**src/fault_flags_params.svh**
```systemverilog
// constants for the fault flag aggregator
`ifndef FAULT_FLAGS_PARAMS_SVH
`define FAULT_FLAGS_PARAMS_SVH

// field threshold reset codes (steps of 32 g and 16 g)
`define FIELD_HI_RESET 6'h25
`define FIELD_LO_RESET 6'h0d
`define FIELD_THR_OFF 6'h00

// fault word bit positions
`define FLT_SUPPLY_LOW 0
`define FLT_FIELD_LOW 1
`define FLT_OSC 2
`define FLT_NVM_UNCORR 3
`define FLT_ZERO_CROSS 4
`define FLT_PLL 5
`define FLT_POWER_LOSS 6
`define FLT_ENC_SKIP 7
`define FLT_REG_DRIFT 8
`define FLT_AVG_SPAN 9

// caution word bit positions
`define CAU_FIELD_HIGH 0
`define CAU_TEMP 1
`define CAU_NVM_CORR 2
`define CAU_TURNS_SAT 3
`define CAU_TURNS_SPEED 4
`define CAU_FRAME 5
`define CAU_CRC 6

// turns and angle limits
`define TURNS_LIMIT 9'h100
`define ANGLE_JUMP_LIMIT 12'h600
`define QUAD_SPAN_LIMIT 3'h2

`endif

```
**src/fault_flags_pkg.sv**
```systemverilog
// types for the fault flag aggregator
package fault_flags_pkg;

	typedef struct packed {
		logic supply_low;
		logic field_low_n;
		logic osc_mismatch;
		logic nvm_single;
		logic nvm_multi;
		logic zero_cross_diff;
		logic pll_unlocked;
		logic temp_out;
		logic enc_step;
		logic [1:0] enc_state;
		logic reg_drift;
		logic turn_step;
		logic turn_up;
		logic [11:0] angle;
		logic avg_end;
		logic frame_end;
		logic frame_bad;
		logic frame_crc_bad;
		logic frame_is_20bit;
	} monitor_in_type;

	typedef struct packed {
		logic [9:0] fault_word;
		logic [6:0] caution_word;
		logic undervoltage_summary;
		logic general_error_flag;
	} flag_out_type;

endpackage

```
**src/fault_flag_aggregator.sv**
```systemverilog
// fault and caution flag collection for the angle sensor
//
// Overview of operation
// - supply below threshold sets supply-low, undervoltage summary and general error
// - field above programmable high limit sets field-high caution flag
// - field below programmable low limit sets field-low fault flag
// - temperature out of range sets temp-range flag and general error
// - oscillator cross-check discrepancy sets oscillator mismatch fault flag
// - corrected single-bit memory error sets corrected-error caution flag
// - uncorrectable memory error sets uncorrectable flag and general error
// - main path disagreeing with zero-crossing path sets mismatch fault flag
// - pll lock loss sets pll-unlocked fault flag
// - power loss then restore sets power-loss fault flag
// - skipped encoder output state sets encoder skip fault flag
// - regulator drift sets drift flag, undervoltage summary and general error
// - turns counter saturating past 256 rotations sets turns-saturated flag
// - over 135 degrees between turns updates sets turns-speed flag
// - samples reaching 2 quadrants from the first sample's quadrant in averaging period set span flag
// - bad clock count or set top bit in frame sets frame-format flag
// - checksum mismatch on 20-bit frames with checking on sets checksum flag
// - any unmasked flag asserts general error flag
// - all flags readable by the host on the flags output port
`timescale 1ns/1ps
`default_nettype none
`include "fault_flags_params.svh"

module fault_flag_aggregator #(
	parameter int FAULT_W = 10,
	parameter int CAUTION_W = 7
) (
	// clock and reset
	input wire logic clk_sys,
	input wire logic rst_b,
	// monitor inputs
	input wire fault_flags_pkg::monitor_in_type mon,
	input wire logic [5:0] field_level_hi,
	input wire logic [5:0] field_level_lo,
	// configuration
	input wire logic [5:0] field_high_limit,
	input wire logic [5:0] field_low_limit,
	input wire logic crc_check_enable,
	input wire logic [FAULT_W-1:0] fault_mask,
	input wire logic [CAUTION_W-1:0] caution_mask,
	// host clear strobes
	input wire logic [FAULT_W-1:0] fault_clear,
	input wire logic [CAUTION_W-1:0] caution_clear,
	// flags
	output var fault_flags_pkg::flag_out_type flags
);
	import fault_flags_pkg::*;

	// ****************************************
	// state
	// ****************************************
	typedef struct packed {
		logic [FAULT_W-1:0] fault;
		logic [CAUTION_W-1:0] caution;
		logic [1:0] enc_prev;
		logic enc_valid;
		logic [8:0] turns;
		logic [11:0] turn_angle;
		logic [1:0] quad_first;
		logic [2:0] quad_span;
		logic span_valid;
		logic uv_sum;
		logic gen_err;
	} state_type;

	state_type state_r;
	state_type state_nxt;

	// circular quadrant distance, 0..2
	function automatic logic [2:0] quad_dist(input logic [1:0] a, input logic [1:0] b);
		logic [1:0] d;
		d = a - b;
		quad_dist = (d == 2'h3) ? 3'h1 : {1'b0, d};
	endfunction

	// encoder states arrive gray coded; distance is only meaningful in binary
	function automatic logic [1:0] gray_to_bin(input logic [1:0] g);
		gray_to_bin = {g[1], g[1] ^ g[0]};
	endfunction

	logic [FAULT_W-1:0] fault_ev;
	logic [CAUTION_W-1:0] caution_ev;
	logic enc_skip;
	logic [11:0] jump;
	logic [2:0] span_now;

	// ****************************************
	// event detection
	// ****************************************
	always_comb begin
		fault_ev = '0;
		caution_ev = '0;
		// two-state jump in gray sequence means a state was missed
		enc_skip = state_r.enc_valid
			&& (quad_dist(gray_to_bin(mon.enc_state), gray_to_bin(state_r.enc_prev)) == 3'h2);
		jump = mon.angle - state_r.turn_angle;
		if (jump[11]) begin
			jump = 12'h000 - jump;
		end
		span_now = quad_dist(mon.angle[11:10], state_r.quad_first);
		fault_ev[`FLT_SUPPLY_LOW] = mon.supply_low;
		fault_ev[`FLT_FIELD_LOW] = (field_low_limit != `FIELD_THR_OFF)
			&& (field_level_lo < field_low_limit);
		fault_ev[`FLT_OSC] = mon.osc_mismatch;
		fault_ev[`FLT_NVM_UNCORR] = mon.nvm_multi;
		fault_ev[`FLT_ZERO_CROSS] = mon.zero_cross_diff;
		fault_ev[`FLT_PLL] = mon.pll_unlocked;
		fault_ev[`FLT_ENC_SKIP] = mon.enc_step && enc_skip;
		fault_ev[`FLT_REG_DRIFT] = mon.reg_drift;
		fault_ev[`FLT_AVG_SPAN] = mon.avg_end
			&& (state_r.quad_span >= `QUAD_SPAN_LIMIT);
		caution_ev[`CAU_FIELD_HIGH] = (field_high_limit != `FIELD_THR_OFF)
			&& (field_level_hi > field_high_limit);
		caution_ev[`CAU_TEMP] = mon.temp_out;
		caution_ev[`CAU_NVM_CORR] = mon.nvm_single && !mon.nvm_multi;
		caution_ev[`CAU_TURNS_SAT] = mon.turn_step && mon.turn_up
			&& (state_r.turns == `TURNS_LIMIT);
		caution_ev[`CAU_TURNS_SPEED] = mon.turn_step
			&& (jump > `ANGLE_JUMP_LIMIT);
		caution_ev[`CAU_FRAME] = mon.frame_end && mon.frame_bad;
		caution_ev[`CAU_CRC] = mon.frame_end && mon.frame_is_20bit
			&& crc_check_enable && mon.frame_crc_bad;
	end

	// ****************************************
	// next state
	// ****************************************
	always_comb begin
		state_nxt = state_r;
		// set wins over a clear in the same cycle
		state_nxt.fault = (state_r.fault & ~fault_clear) | fault_ev;
		state_nxt.caution = (state_r.caution & ~caution_clear) | caution_ev;
		if (mon.enc_step) begin
			state_nxt.enc_prev = mon.enc_state;
			state_nxt.enc_valid = 1'b1;
		end
		if (mon.turn_step) begin
			state_nxt.turn_angle = mon.angle;
			// counter holds at limit rather than wrapping
			if (mon.turn_up && state_r.turns != `TURNS_LIMIT) begin
				state_nxt.turns = state_r.turns + 9'h001;
			end else if (!mon.turn_up && state_r.turns != 9'h000) begin
				state_nxt.turns = state_r.turns - 9'h001;
			end
		end
		if (mon.avg_end || !state_r.span_valid) begin
			state_nxt.quad_first = mon.angle[11:10];
			state_nxt.quad_span = 3'h0;
			state_nxt.span_valid = 1'b1;
		end else if (span_now > state_r.quad_span) begin
			state_nxt.quad_span = span_now;
		end
		state_nxt.uv_sum = state_nxt.fault[`FLT_SUPPLY_LOW]
			| state_nxt.fault[`FLT_REG_DRIFT];
		state_nxt.gen_err = |(state_nxt.fault & ~fault_mask)
			| |(state_nxt.caution & ~caution_mask);
	end

	always_ff @(posedge clk_sys or negedge rst_b) begin
		if (!rst_b) begin
			state_r <= '0;
			// reset means power was lost, so the flag starts set
			state_r.fault[`FLT_POWER_LOSS] <= 1'b1;
			state_r.gen_err <= 1'b1;
		end else begin
			state_r <= state_nxt;
		end
	end

	// ****************************************
	// outputs
	// ****************************************
	always_comb begin
		flags.fault_word = state_r.fault;
		flags.caution_word = state_r.caution;
		flags.undervoltage_summary = state_r.uv_sum;
		flags.general_error_flag = state_r.gen_err;
	end

endmodule
`default_nettype wire

```
**config.mk**
```make
export PLATFORM = sky130hd
export DESIGN_NAME = fault_flag_aggregator
export DESIGN_NICKNAME = d
export VERILOG_FILES = /design/src/fault_flags_pkg.sv /design/src/fault_flag_aggregator.sv
export VERILOG_INCLUDE_DIRS = /design/src
export SDC_FILE = /design/constraint.sdc
export NUM_CORES = 1
export LEC_CHECK = 0
export ABC_AREA = 1
export BUFFER_PORTS_ARGS = -buffer_cell sky130_fd_sc_hd__buf_2
export CORE_UTILIZATION = 40
export CTS_CLUSTER_SIZE = 28
export DETAILED_ROUTE_END_ITERATION = 8
export GPL_ROUTABILITY_DRIVEN = 0
export MAX_ROUTING_LAYER = met4
export SETUP_SLACK_MARGIN = 0.2
export SYNTH_ARGS = -nofsm -noshare
export SYNTH_HDL_FRONTEND = slang
export SYNTH_SLANG_ARGS = --single-unit
```
**constraint.sdc**
```tcl
create_clock -name clk_sys -period 8.1 [get_ports clk_sys]
set_input_delay 1.215 -clock clk_sys [delete_from_list [all_inputs] [get_ports clk_sys]]
set_output_delay 1.215 -clock clk_sys [all_outputs]
set_load 0.005 [all_outputs]
```
Yosys cells after proc, flatten, opt, wreduce, memory -nomap -nowiden
Index checks and enable logic that the tools add are counted.

Logic and storage cells: 75. Register bits: 49.

Mux-type cells: 7. Bitwise logic cells: 14. Add/sub/neg operators: 6. Equality and inequality tests: 5. Order comparisons: 5. Reductions and logical operators: 27.

Operator list (count): $and 10x10->10 (2); $not 10->10 (2); $mux 9 (2); $logic_and 1x1->1 (15); $and 7x7->7 (2); $not 7->7 (2); $gt 12x11->1 const B (1); $mux 12 (1); $reduce_bool 6->1 (2); $sub 1x12->12 const A (1); $sub 12x12->12 (1); $or 10x10->10 (1); $reduce_or 10->1 (1); $add 9x1->9 const B (1); $eq 9x9->1 const B (1); $ne 9x9->1 const B (1); $reduce_bool 9->1 (1); $sub 9x1->9 const B (1); $or 7x7->7 (1); $reduce_or 7->1 (1); $eq 2x2->1 const B (3); $gt 6x6->1 (1); $lt 6x6->1 (1); $mux 3 (2); 10 further kinds (17).

Longest topological paths before layout
Gate-level depths: netlist of the first run.

Depth after elaboration: 11. Mapped depth: 23. Gate-level depth less buffers: 23.

Worst setup path after synthesis of the first run
Ideal clock, no wire load.

Path type: in2reg. Start: in mon[5] (netlist bit). End: reg state_r, in the netlist flags[0]. Cell stages on the path: 21. Data required time: 8039 ps. Path buffers: 0. Arrival time: 3273 ps. Setup slack: 4766 ps. Cells stage by stage: inv_1 -> ha_1 -> inv_1 -> fa_1 -> inv_1 -> ha_1 -> a21boi_2 -> nand3_1 -> nor2_1 -> nand2_1 -> nor2_1 -> nand3_1 -> nand2_1 -> nand2_1 -> a21oi_2 -> nand2_1 -> nand2_1 -> nand2_1 -> nand2_2 -> nand2_1 -> nand2_1.

RTL lines: start, declared (line fault_flag_aggregator.sv:35) `input wire fault_flags_pkg::monitor_in_type mon,`; end signal, assigned (line fault_flag_aggregator.sv:169) `state_r <= state_nxt;`; end, declared (line fault_flag_aggregator.sv:69) `state_type state_r;`.

==> impl_results.md, run 1 <==
- Outcome: finished, final reports clean
- All-Layer GR Usage: 0.172
- Sink Count: 48
- # fillers: 970
- Vias in the first global route: ~3300
- Num rows: 35
- Slew @ Worst Pin: 0.605 ns
- Routed Antenna Nets: 0
- RSZ-0062 raised after global routing: false
- Mean Syn Cell Area: 6.92 µm²
- Crit share post-route: 0.428
- Synth warn: 0
- NetSw: 0.000323 W
- Number of synthesized register bits: 48
- Worst setup path class: primary input to flop
- CTS max path bufs: 2
- Worst-path clk slew: around 0.1 ns
- Synthesized area: 3840 µm²
- Initial Util: 0.414
- Worst min path class: flop to flop
- Min cycle time layout: 3.47 ns
- Top cells by area, synth: dfrtp_1 30%, nand2_1 16%, ha_1 10%, inv_1 10%, nand3_1 4.3%
- Vias per cell: between 4 and 5
- Clock skew: approximately 0.0075 ns
- Largest net degree at the start of global routing: 49
- Design Area, Final: 4490 µm²
- Final Hold Vio Count: 0
- TritonCTS buffer count: 5
- Top-area cell type share of the netlist area: 0.300
- Post_cts resized: 0
- First-pass GRT wire length: 13.6 mm
- Crit-path max FO: 3
- Worst path required time: 8.35 ns
- Distinct cell type count of the synthesized netlist: 39
- Vias: 3533
- Buffers on Ports: 109
- Clock tree root buffer cell: clkbuf_8
- Pins over their slew limit: 0
- Post-route DRC: 0
- Worst-Skew Late Latency: between 0.3 and 0.4 ns
- Slew headroom: 0.597
- Die span in x: 100 µm
- Internal power: 0.000522 W
- Grt total ovfl: 0
- Clock share of power: 0.211
- TritonCTS clock tree: done
- Routed wire length per instance: about 10 µm
- Core Area: ~9300 µm²
- MaxCap Viol Count: 0
- Area of the die: 10000 µm²
- Setup crit start kind: primary input
- GRT met2 Usage: 0.293
- I/O Pins: 111
- CTS H-tree lvls: 2
- Layout cell share with drive strength beyond 1: 0.211
- Peak supply drop: roughly 0.086 mV
- Crit path arrival time: 3.72 ns
- Final setup viols: 0
- Mapped Nets: 681
- Sw frac: 0.382
- Setup TNS: 0 ns
- Flop pwr share: 0.364
- Synth area leader: dfrtp_1
- Seq/Total Area, Yosys: 0.313
- Drt total wl: 7.95 mm
- Max Fclk: 288 MHz
- Initial antenna violation count: 0
- Synth-to-layout area growth: 17.0%
- Hold_buf cts: 0
- Net count, final: a little under 800
- Combinational Power Share: 0.424
- Most Crowded Layer GR: met2
- First-pass DRT Iterations: 4
- PD cells: 188 nW/µm²
- Post-CTS Setup Inserts: 0
- 1st-iter DRT viols: just under 70
- Cell Area, Placed: 4380 µm²
- Met3 usage: 0.0320
- Synth Instances: 555
- P_leak: 2.61 nW
- Met1 GRT Util: 0.210
- Post-detail-place hpwl: 6.58 mm
- Die height: about 100 µm
- # diodes: 0
- Kind of end point of the critical path: flop
-- layout make-up --
| class | count | area (µm²) | share of cell area |
|---|---|---|---|
| Inverter | 108 | 405 | 0.0902 |
| Clock buffer | 5 | 68.8 | 0.0153 |
| Multi-Input combinational cell | 375 | 2060 | 0.457 |
| Tap cell | 129 | 161 | 0.0359 |
| Sequential cell | 48 | 1200 | 0.268 |
| Timing Repair Buffer | 110 | 553 | 0.123 |
| Clock inverter | 3 | 46.3 | 0.0103 |
-- worst paths after layout --
path                                  start           to  slack, ns  cells after the start
worst min-delay path            state_r[29]  state_r[29]       0.46                      2
worst min register to register  state_r[29]  state_r[29]       0.46                      2
min in group asynchronous             rst_b    flags[12]       0.99                      2
worst max register to register  state_r[21]  state_r[28]       5.09                     20
max in group asynchronous             rst_b  state_r[14]       6.70                      2
worst max-delay path                 mon[5]     flags[0]       4.63                     22
-- flip-flops by register name, indices dropped and copies added (netlist names) --
register and flops:
flags 19, state_r 29
-- per-layer routing --
metal  wire length [µm]  vias to the layer above
li1                   -                     1908
met1               3860                     1540
met2               3590                       75
met3                412                       10
met4                 89                        0
met5                  0                        -
-- cell families (layout without fill, tap and decap cells) --
group / count (synthesis) / in the layout / synth area share
adders and majority gates: 34 / 34 / 0.115
xor gates and xnor gates: 11 / 11 / 0.0251
AOI/OAI and AO/OA: 70 / 70 / 0.111
and+or+nand+nor: 259 / 259 / 0.283
buffers and inverters: 132 / 226 / 0.151
DFF: 48 / 48 / 0.313
other: 1 / 1 / 0.000976
-- through the flow --
| step | utilization | setup slack, ns | cells | hold WS, ns | power, W |
|---|---|---|---|---|---|
| 2_1_floorplan | - | 4.77 | 555 | 0.414 | 0.000594 |
| 3_3_place_gp | 0.472 | 4.35 | 770 | 0.433 | 0.000662 |
| 3_5_place_dp | 0.472 | 4.31 | 770 | 0.446 | 0.000673 |
| 4_1_cts | 0.484 | 4.63 | 778 | 0.470 | 0.000856 |
| 5_1_grt | 0.484 | 4.40 | 778 | 0.482 | 0.000931 |
| 6_report | 0.484 | 4.63 | 778 | 0.460 | 0.000845 |
-- Yosys cell counts --
| library cell | n |
|---|---|
| nand2_1 | 159 |
| inv_1 | 106 |
| dfrtp_1 | 46 |
| nor2_1 | 41 |
| nand3_1 | 33 |
| ha_1 | 32 |
| o21ai_0 | 29 |
| buf_4 | 19 |
| a21oi_1 | 18 |
| nand2_2 | 7 |
| o21bai_1 | 6 |
| xor2_1 | 6 |
| nand4_1 | 5 |
| xnor2_1 | 5 |
| nor3_1 | 4 |
| clkbuf_1 | 3 |
| nand3_2 | 3 |
| o2111ai_1 | 3 |
| a221oi_1 | 2 |
| buf_6 | 2 |
| dfstp_2 | 2 |
| fa_1 | 2 |
| inv_2 | 2 |
| nand3b_1 | 2 |
| nor2_2 | 2 |
| nor4_1 | 2 |
| o22ai_1 | 2 |
| a211oi_1 | 1 |
| a21boi_0 | 1 |
| a21boi_2 | 1 |
| a21oi_2 | 1 |
| a21oi_4 | 1 |
| a31oi_1 | 1 |
| and3_1 | 1 |
| conb_1 | 1 |
| o211a_1 | 1 |
| o211ai_1 | 1 |
| o31ai_1 | 1 |
| o32ai_1 | 1 |
-- power groups by stage --
stage               logic (W)  registers [W]  clock network (W)
floorplan            0.000288       0.000306                  0
global placement     0.000350       0.000312                  0
detailed placement   0.000360       0.000313                  0
CTS                  0.000362       0.000308           0.000186
global route         0.000420       0.000314           0.000197
finish               0.000358       0.000308           0.000179
-- critical path: stages --
cell and delay, ns:
buf_2 0.08, inv_1 0.04, ha_1 0.18, inv_1 0.12, fa_1 0.46, inv_1 0.08
ha_1 0.15, a21boi_2 0.20, nand3_1 0.14, nor2_1 0.11, nand2_1 0.08, nor2_1 0.11
nand3_1 0.10, nand2_1 0.08, nand2_1 0.06, a21oi_2 0.11, nand2_1 0.06, nand2_1 0.06
nand2_1 0.08, nand2_2 0.09, nand2_1 0.05, nand2_1 0.05
-- cell usage in the layout (no fill, tap or decap), drive strengths merged --
cell / count
o211a: 1
dfrtp: 46
o21bai: 6
buf: 110
nor2: 43
clkbuf: 5
inv: 109
a221oi: 2
fa: 2
and3: 1
a21boi: 2
o211ai: 1
o32ai: 1
o21ai: 29
xor2: 6
o31ai: 1
a211oi: 1
a31oi: 1
ha: 32
clkinvlp: 1
nand4: 5
o22ai: 2
xnor2: 5
a21oi: 20
nand3b: 2
nand3: 36
conb: 1
nor3: 4
bufinv: 1
o2111ai: 3
dfstp: 2
nand2: 166
nor4: 2
Note: power is estimated with default switching activity, not from simulation.
==> inputs of run 2 (changes only) <==
--- a/config.mk
+++ b/config.mk
@@ -6,7 +6,7 @@
 export SDC_FILE = /design/constraint.sdc
 export NUM_CORES = 1
 export LEC_CHECK = 0
-export ABC_AREA = 1
+export ABC_AREA = 0
 export BUFFER_PORTS_ARGS = -buffer_cell sky130_fd_sc_hd__buf_2
 export CORE_UTILIZATION = 40
 export CTS_CLUSTER_SIZE = 28
==> constraint.sdc (replaced) <==
create_clock -name clk_sys -period 3.5 [get_ports clk_sys]
set_input_delay 0.525 -clock clk_sys [delete_from_list [all_inputs] [get_ports clk_sys]]
set_output_delay 0.525 -clock clk_sys [all_outputs]
set_load 0.005 [all_outputs]
==> run 2 against run 1 <==
  * Total power increased by 140%
  * Synthesized cell count decreased by 28%
  * Critical path depth decreased by 8
  * Final area decreased by 3.0%
  * Worst hold slack got worse by 0.16 ns
  * Combinational power increased to 2.5 times the previous value
  * Critical path type unchanged
  * Largest cell class unchanged
  * Highest routed layer unchanged
==> impl_results.md, run 2 <==
- Top reg by flops: state_r (unchanged)
- I/O Pins: 111 (unchanged)
- Sink Count: 48 (unchanged)
- Most frequent cells in the layout: 109 x buf_2, 60 x inv_1, 46 x dfrtp_1 (was 159 x nand2_1, 109 x buf_2, 106 x inv_1)
- Crit path arrival time: 3.42 ns (was 3.72 ns)
- Setup TNS: 0 ns (unchanged)
- Core Area: 8720 µm² (was 9280 µm²)
- Top cells by area, synth: dfrtp_1 32%, ha_1 11%, inv_1 6.3%, xnor2_1 4.4%, buf_4 4.0% (was dfrtp_1 30%, nand2_1 16%, ha_1 10%, inv_1 10%, nand3_1 4.3%)
- Die span in x: 96.7 µm (was 100 µm)
- First-pass GRT wire length: 13.5 mm (was 13.6 mm)
- Top-area cell type share of the netlist area: 0.321 (was 0.300)
- Area of the die: 9350 µm² (was 10000 µm²)
- Initial Util: 0.411 (was 0.414)
- Peak supply drop: 0.365 mV (was 0.0864 mV)
- Post-synth EDFFs: 0 (unchanged)
- Vias: 3098 (was 3533)
- Post-detail-place hpwl: 6.45 mm (was 6.58 mm)
- Setup crit start kind: primary input (unchanged)
- Clock tree root buffer cell: clkbuf_8 (unchanged)
- Seq/Total Area, Yosys: 0.336 (was 0.313)
- Primary FF master, synth: dfrtp_1 (unchanged)
- Leading cell type in the layout, fill and taps excluded: buf_2 (was nand2_1)
- PD cells: 469 nW/µm² (was 188 nW/µm²)
- Clock skew: 0.0101 ns (was 0.00751 ns)
- All-Layer GR Usage: 0.178 (was 0.172)
- TritonCTS clock tree: done (unchanged)
- Synth-to-layout area growth: 21.6% (was 17.0%)
- Largest net degree at the start of global routing: 36 (was 49)
- Synth Instances: 402 (was 555)
- Vias in the first global route: 3021 (was 3306)
- Worst path required time: 3.72 ns (was 8.35 ns)
- Kind of end point of the critical path: flop (unchanged)
- Synthesized area: 3590 µm² (was 3840 µm²)
- Net count, final: 633 (was 774)
- Vias per cell: 5.03 (was 4.54)
- Synth warn: 0 (unchanged)
- First-pass DRT Iterations: 4 (unchanged)
- P_leak: 2.18 nW (was 2.61 nW)
- Buffers on Ports: 109 (unchanged)
- Grt total ovfl: 0 (unchanged)
- Pins over their slew limit: 0 (unchanged)
- Commonest cells post-synth: 60 x inv_1, 46 x dfrtp_1, 34 x nand2_1 (was 159 x nand2_1, 106 x inv_1, 46 x dfrtp_1)
- Min cycle time layout: 3.20 ns
- Layout cell share with drive strength beyond 1: 0.327 (was 0.211)
- CTS max path bufs: 2 (unchanged)
- Crit share post-route: 0.914
- Die height: 96.7 µm (was 100 µm)
- Drt total wl: 8.00 mm (was 7.95 mm)
- Initial antenna violation count: 0 (unchanged)
- Routed Antenna Nets: 0 (unchanged)
- Flip-flop count of the largest register after layout: 29 (unchanged)
- RSZ-0062 raised after global routing: true (was false)
- Post-route DRC: 0 (unchanged)
- Slew headroom: 0.466 (was 0.597)
- Max Fclk: about 310 MHz
- MaxCap Viol Count: 0 (unchanged)
- Synth area leader: dfrtp_1 (unchanged)
- Slew @ Worst Pin: 0.801 ns (was 0.605 ns)
- Num rows: 34 (was 35)
- Hold_buf cts: 0 (unchanged)
- Final Hold Vio Count: 0 (unchanged)
- Mapped Nets: 528 (was 681)
- CTS H-tree lvls: 2 (unchanged)
- Number of synthesized register bits: 48 (unchanged)
- Final WS setup: 0.303 ns (was 4.63 ns)
- 1st-iter DRT viols: 68 (was 69)
- # diodes: 0 (unchanged)
- Worst-Skew Late Latency: 0.31 ns (about the same)
- Async S/R FF share, synth: 1.00 (unchanged)
- Post_cts resized: 0 (unchanged)
- Routed wire length per instance: 13.0 µm (was 10.2 µm)
- Worst min path class: primary input to asynchronous set/reset pin (was flop to flop)
- Worst setup path class: primary input to flop (unchanged)
- Final setup viols: 0 (unchanged)
- Post-CTS Setup Inserts: 0 (unchanged)
- Total power: 0.00205 W (was 0.000845 W)
- Worst-path clk slew: 0.10 ns (about the same)
- Outcome: finished, final reports clean (unchanged)
- TritonCTS buffer count: 5 (unchanged)
- Setup WS pre-CTS: -0.0489 ns (was 4.31 ns)
- Mean Syn Cell Area: 8.92 µm² (was 6.92 µm²)
- Distinct cell type count of the synthesized netlist: 57 (was 39)
- Top-count cell post-synth: inv_1 (was nand2_1)
- Crit-path max FO: 3 (unchanged)
==> run 2: cell types whose count changed after synthesis, moves of 8 or more <==
cell | before | now
mux2_2 | 0 | 12
xnor2_1 | 5 | 18
inv_1 | 106 | 60
nor2_1 | 41 | 9
nand2b_1 | 0 | 11
nand3_1 | 33 | 4
nand2_1 | 159 | 34
a21o_1 | 0 | 8
a21oi_1 | 18 | 26
==> run 2: critical path: stages <==
cell and delay (ns):
buf_2 0.10, inv_1 0.05, ha_2 0.18, inv_1 0.06
fa_2 0.37, a211oi_4 0.27, nor2_1 0.10, xnor2_1 0.16
or4b_4 0.55, or4_4 0.43, a211oi_2 0.21, o31ai_1 0.12
o22ai_2 0.18, o2111ai_2 0.12
==> run 2: cells by family after synthesis <==
| logic type | count (synthesis) | share of synthesized area |
|---|---|---|
| muxes | 14 | 0.0433 |
| xor gates and xnor gates | 27 | 0.0659 |
| adders and majority gates | 34 | 0.123 |
| and+or+nand+nor | 89 | 0.127 |
| AOI/OAI and AO/OA | 105 | 0.194 |
| buffers and inverters | 84 | 0.110 |
| DFF | 48 | 0.336 |
| other | 1 | 0.00105 |
==> run 2: worst paths after layout <==
kind	startpoint	endpoint	slack, ns	cells past startpoint
setup / recovery	mon[5]	flags[0]	0.30	14
hold / removal	rst_b	state_r[12]	0.30	1
setup reg to reg	state_r[8]	flags[0]	0.30	12
hold reg to reg	state_r[29]	state_r[29]	0.47	1
max in group asynchronous	rst_b	flags[15]	2.43	2
min in group clk_sys	fault_clear[6]	flags[15]	0.34	2
==> run 2: power by group <==
group	internal, W	switching [W]	total, W	leakage (nW)
Combinational	0.000456	0.000447	0.000903	1.56
Sequential	0.000649	0.0000720	0.000721	0.562
Clock	0.000216	0.000205	0.000421	0.0583
Total	0.00132	0.000725	0.00205	2.18
==> run 2: layout make-up <==
type                       instances  area (µm²)
inverter                          60         225
multi-input combinational        270        2040
timing repair buffer             122         643
clock buffer                       5        68.8
tap                              108         135
sequential                        48        1200
clock inverter                     3        47.5
fill                             845        4360
==> run 2: routing by layer <==
layer | up-vias | share of wire | routed length [µm] | global-route usage
li1 | 1569 | - | - | -
met1 | 1443 | 0.48 | 3820 | 0.233
met2 | 66 | 0.47 | 3730 | 0.285
met3 | 20 | 0.034 | 269 | 0.0246
met4 | 0 | 0.022 | 174 | 0.0540
met5 | - | 0 | 0 | -
==> run 2: stage by stage <==
| step | util | hold slack [ns] | cell area [µm²] | std cells |
|---|---|---|---|---|
| 2_1_floorplan | - | 0.229 | 3590 | 402 |
| 3_3_place_gp | 0.481 | 0.454 | 4200 | 608 |
| 3_5_place_dp | 0.481 | 0.457 | 4200 | 608 |
| 4_1_cts | 0.495 | 0.330 | 4310 | 616 |
| 5_1_grt | 0.500 | 0.348 | 4360 | 616 |
| 6_report | 0.500 | 0.296 | 4360 | 616 |
==> inputs of run 3 (changes only) <==
--- a/config.mk
+++ b/config.mk
@@ -9,6 +9,7 @@
 export ABC_AREA = 0
 export BUFFER_PORTS_ARGS = -buffer_cell sky130_fd_sc_hd__buf_2
 export CORE_UTILIZATION = 40
+export CTS_BUF_LIST = sky130_fd_sc_hd__clkbuf_16
 export CTS_CLUSTER_SIZE = 28
 export DETAILED_ROUTE_END_ITERATION = 8
 export GPL_ROUTABILITY_DRIVEN = 0
==> run 3 against run 2 <==
  * Register-to-register slack improved by 0.02 ns
  * Non-clock buffer count stayed put
  * Die area did not move
  * First-iteration DRC count up 18%
  * Via count rose by 0.36%
  * Setup slack got worse by 0.013 ns
  * Total power rose by 6.6%
  * Count of clock-buffer cells in the layout is the same
  * Worst hold slack better by 0.042 ns
  * Flip-flop and latch count did not move
  * Sequential power is essentially flat
  * Final cell count stayed put
  * Critical path type unchanged
==> impl_results.md, run 3 (same netlist as run 2, synthesis figures left out) <==
- Area of the die: 9350 µm² (unchanged)
- First-pass GRT wire length: 13.5 mm (about the same)
- Initial Util: 0.411 (unchanged)
- Grt total ovfl: 0 (unchanged)
- Slew @ Worst Pin: 0.829 ns (was 0.801 ns)
- TritonCTS clock tree: done (unchanged)
- Worst setup path class: primary input to flop (unchanged)
- 1st-iter DRT viols: 80 (was 68)
- Setup WS pre-CTS: -0.0489 ns (unchanged)
- TritonCTS buffer count: 5 (unchanged)
- Slew headroom: 0.447 (was 0.466)
- CTS H-tree lvls: 2 (unchanged)
- I/O Pins: 111 (unchanged)
- Routed Antenna Nets: 0 (unchanged)
- Kind of end point of the critical path: flop (unchanged)
- Final setup viols: 0 (unchanged)
- Cell Count, Final, Fillers Out: 616 (unchanged)
- Largest net degree at the start of global routing: 36 (unchanged)
- Vias per cell: 5.05 (was 5.03)
- Layout cell share with drive strength beyond 1: 0.327 (unchanged)
- Clock tree root buffer cell: clkbuf_16 (was clkbuf_8)
- Sink Count: 48 (unchanged)
- Buffers on Ports: 109 (unchanged)
- Worst path required time: 3.70 ns (was 3.72 ns)
- Pins over their slew limit: 0 (unchanged)
- Flop pwr share: 0.331 (was 0.353)
- Flip-flop count of the largest register after layout: 29 (unchanged)
- Design Area, Final: 4420 µm² (was 4360 µm²)
- Num rows: 34 (unchanged)
- Combinational Power Share: 0.414 (was 0.441)
- Most frequent cells in the layout: 109 x buf_2, 60 x inv_1, 46 x dfrtp_1 (unchanged)
- Setup crit start kind: primary input (unchanged)
- Worst-Skew Late Latency: 0.29 ns (was 0.31 ns)
- MaxCap Viol Count: 0 (unchanged)
- PD cells: 494 nW/µm² (was 469 nW/µm²)
- NetSw: 0.000736 W (was 0.000725 W)
- Internal power: 0.00145 W (was 0.00132 W)
- Sw frac: 0.337 (was 0.354)
- First-pass DRT Iterations: 4 (unchanged)
- All-Layer GR Usage: 0.178 (about the same)
- Vias: 3109 (was 3098)
- Worst-path clk slew: 0.07 ns (was 0.10 ns)
- Synth-to-layout area growth: 23.2% (was 21.6%)
- Cell Area, Placed: 4200 µm² (unchanged)
- DP Cell Count: 608 (unchanged)
- Crit path arrival time: 3.41 ns (was 3.42 ns)
- Critical path's slowest cell: or4_4 (was or4b_4)
- Die height: 96.7 µm (unchanged)
- Drt total wl: 7.96 mm (was 8.00 mm)
- Crit-path max FO: 3 (unchanged)
- Clock share of power: 0.255 (was 0.206)
- P_leak: 2.21 nW (was 2.18 nW)
- Initial antenna violation count: 0 (unchanged)
- Crit-path cells: buf_2 -> inv_1 -> ha_2 -> inv_1 -> fa_2 -> a211oi_4 -> o21ai_1 -> nand2_1 -> xnor2_1 -> or4_4 -> or4_4 -> a21oi_2 -> o22ai_2 -> o2111ai_2 (was buf_2 -> inv_1 -> ha_2 -> inv_1 -> fa_2 -> a211oi_4 -> nor2_1 -> xnor2_1 -> or4b_4 -> or4_4 -> a211oi_2 -> o31ai_1 -> o22ai_2 -> o2111ai_2)
- CTS max path bufs: 2 (unchanged)
- Core Area: 8720 µm² (unchanged)
- Total power: 0.00218 W (was 0.00205 W)
- Max Fclk: 312 MHz (was 313 MHz)
- Crit share post-route: 0.917 (was 0.914)
- Final Hold Vio Count: 0 (unchanged)
- Worst min path class: primary input to asynchronous set/reset pin (unchanged)
- Post-route DRC: 0 (unchanged)
- Peak supply drop: 0.335 mV (was 0.365 mV)
- Net count, final: 633 (unchanged)
- Min cycle time layout: 3.21 ns (was 3.20 ns)
- Critical path's largest stage delay: 0.55 ns (about the same)
- Die span in x: 96.7 µm (unchanged)
- RSZ-0062 raised after global routing: true (unchanged)
- Post-detail-place hpwl: 6.45 mm (unchanged)
- Clock skew: 0.00690 ns (was 0.0101 ns)
- Outcome: finished, final reports clean (unchanged)
- Vias in the first global route: 3016 (was 3021)
- # diodes: 0 (unchanged)
- Top reg by flops: state_r (unchanged)
- Leading cell type in the layout, fill and taps excluded: buf_2 (unchanged)
- Routed wire length per instance: 12.9 µm (was 13.0 µm)
- Final WS setup: 0.290 ns (was 0.303 ns)
==> run 3: cell count changes in the layout (fill, tap and decap cells not counted) <==
cell,change
nor2b_1,+1
clkbuf_8,-5
nor2_1,-1
nor2_2,+1
nor2b_2,-1
clkbuf_16,+5
==> run 3: cell type report <==
type	count	area, µm²
inverters	60	225
clock inverters	3	47.5
fillers	828	4300
well taps	108	135
clock buffers	5	125
multi-input cells	270	2040
flip-flops and latches	48	1200
repair buffers	122	643
==> run 3: what timing repair did <==
action,CTS,global route
setup buffers,0,0
hold buffers,0,0
setup endpoints to repair,0,2
resized for setup,0,12
==> run 3: path summary, 6_finish.rpt <==
| kind | startpoint | to | slack (ns) | cells after the start |
|---|---|---|---|---|
| worst max register to register | state_r[8] | flags[0] | 0.32 | 12 |
| min in group clk_sys | fault_clear[6] | flags[15] | 0.36 | 2 |
| max in group asynchronous | rst_b | flags[15] | 2.38 | 2 |
| worst max-delay path | mon[5] | flags[0] | 0.29 | 14 |
| worst min register to register | state_r[29] | state_r[29] | 0.47 | 1 |
| worst min-delay path | rst_b | state_r[10] | 0.34 | 1 |
==> run 3: through the flow <==
stage	hold slack, ns	util	setup TNS (ns)
after global routing	0.372	0.507	0
final	0.338	0.507	0
after detailed placement	0.457	0.481	-0.0752
after CTS	0.361	0.501	0
after floorplan	0.229	-	0
after global placement	0.454	0.481	-0.0159
==> run 3: per-layer routing <==
layer  part of all wire  up-vias  track usage
met5                  0        -            -
met4              0.019        0       0.0436
met3              0.037       18       0.0289
met2               0.47       71        0.285
met1               0.47     1445        0.236
li1                   -     1575            -
==> run 3: power groups by stage <==
| stage | sequential, W | clock (W) | combinational [W] |
|---|---|---|---|
| floorplan | 0.000715 | 0 | 0.000672 |
| global placement | 0.000731 | 0 | 0.000861 |
| detailed placement | 0.000732 | 0 | 0.000881 |
| CTS | 0.000722 | 0.000580 | 0.000889 |
| global route | 0.000736 | 0.000600 | 0.00101 |
| finish | 0.000723 | 0.000556 | 0.000903 |
==> run 3: worst max-delay path: cells and delay by family <==
family	cells	cell delay, ns
xor+xnor	1	0.08
fa+ha+maj	2	0.54
buf+inv	3	0.20
simple gates	3	1.18
compound gates	5	0.89
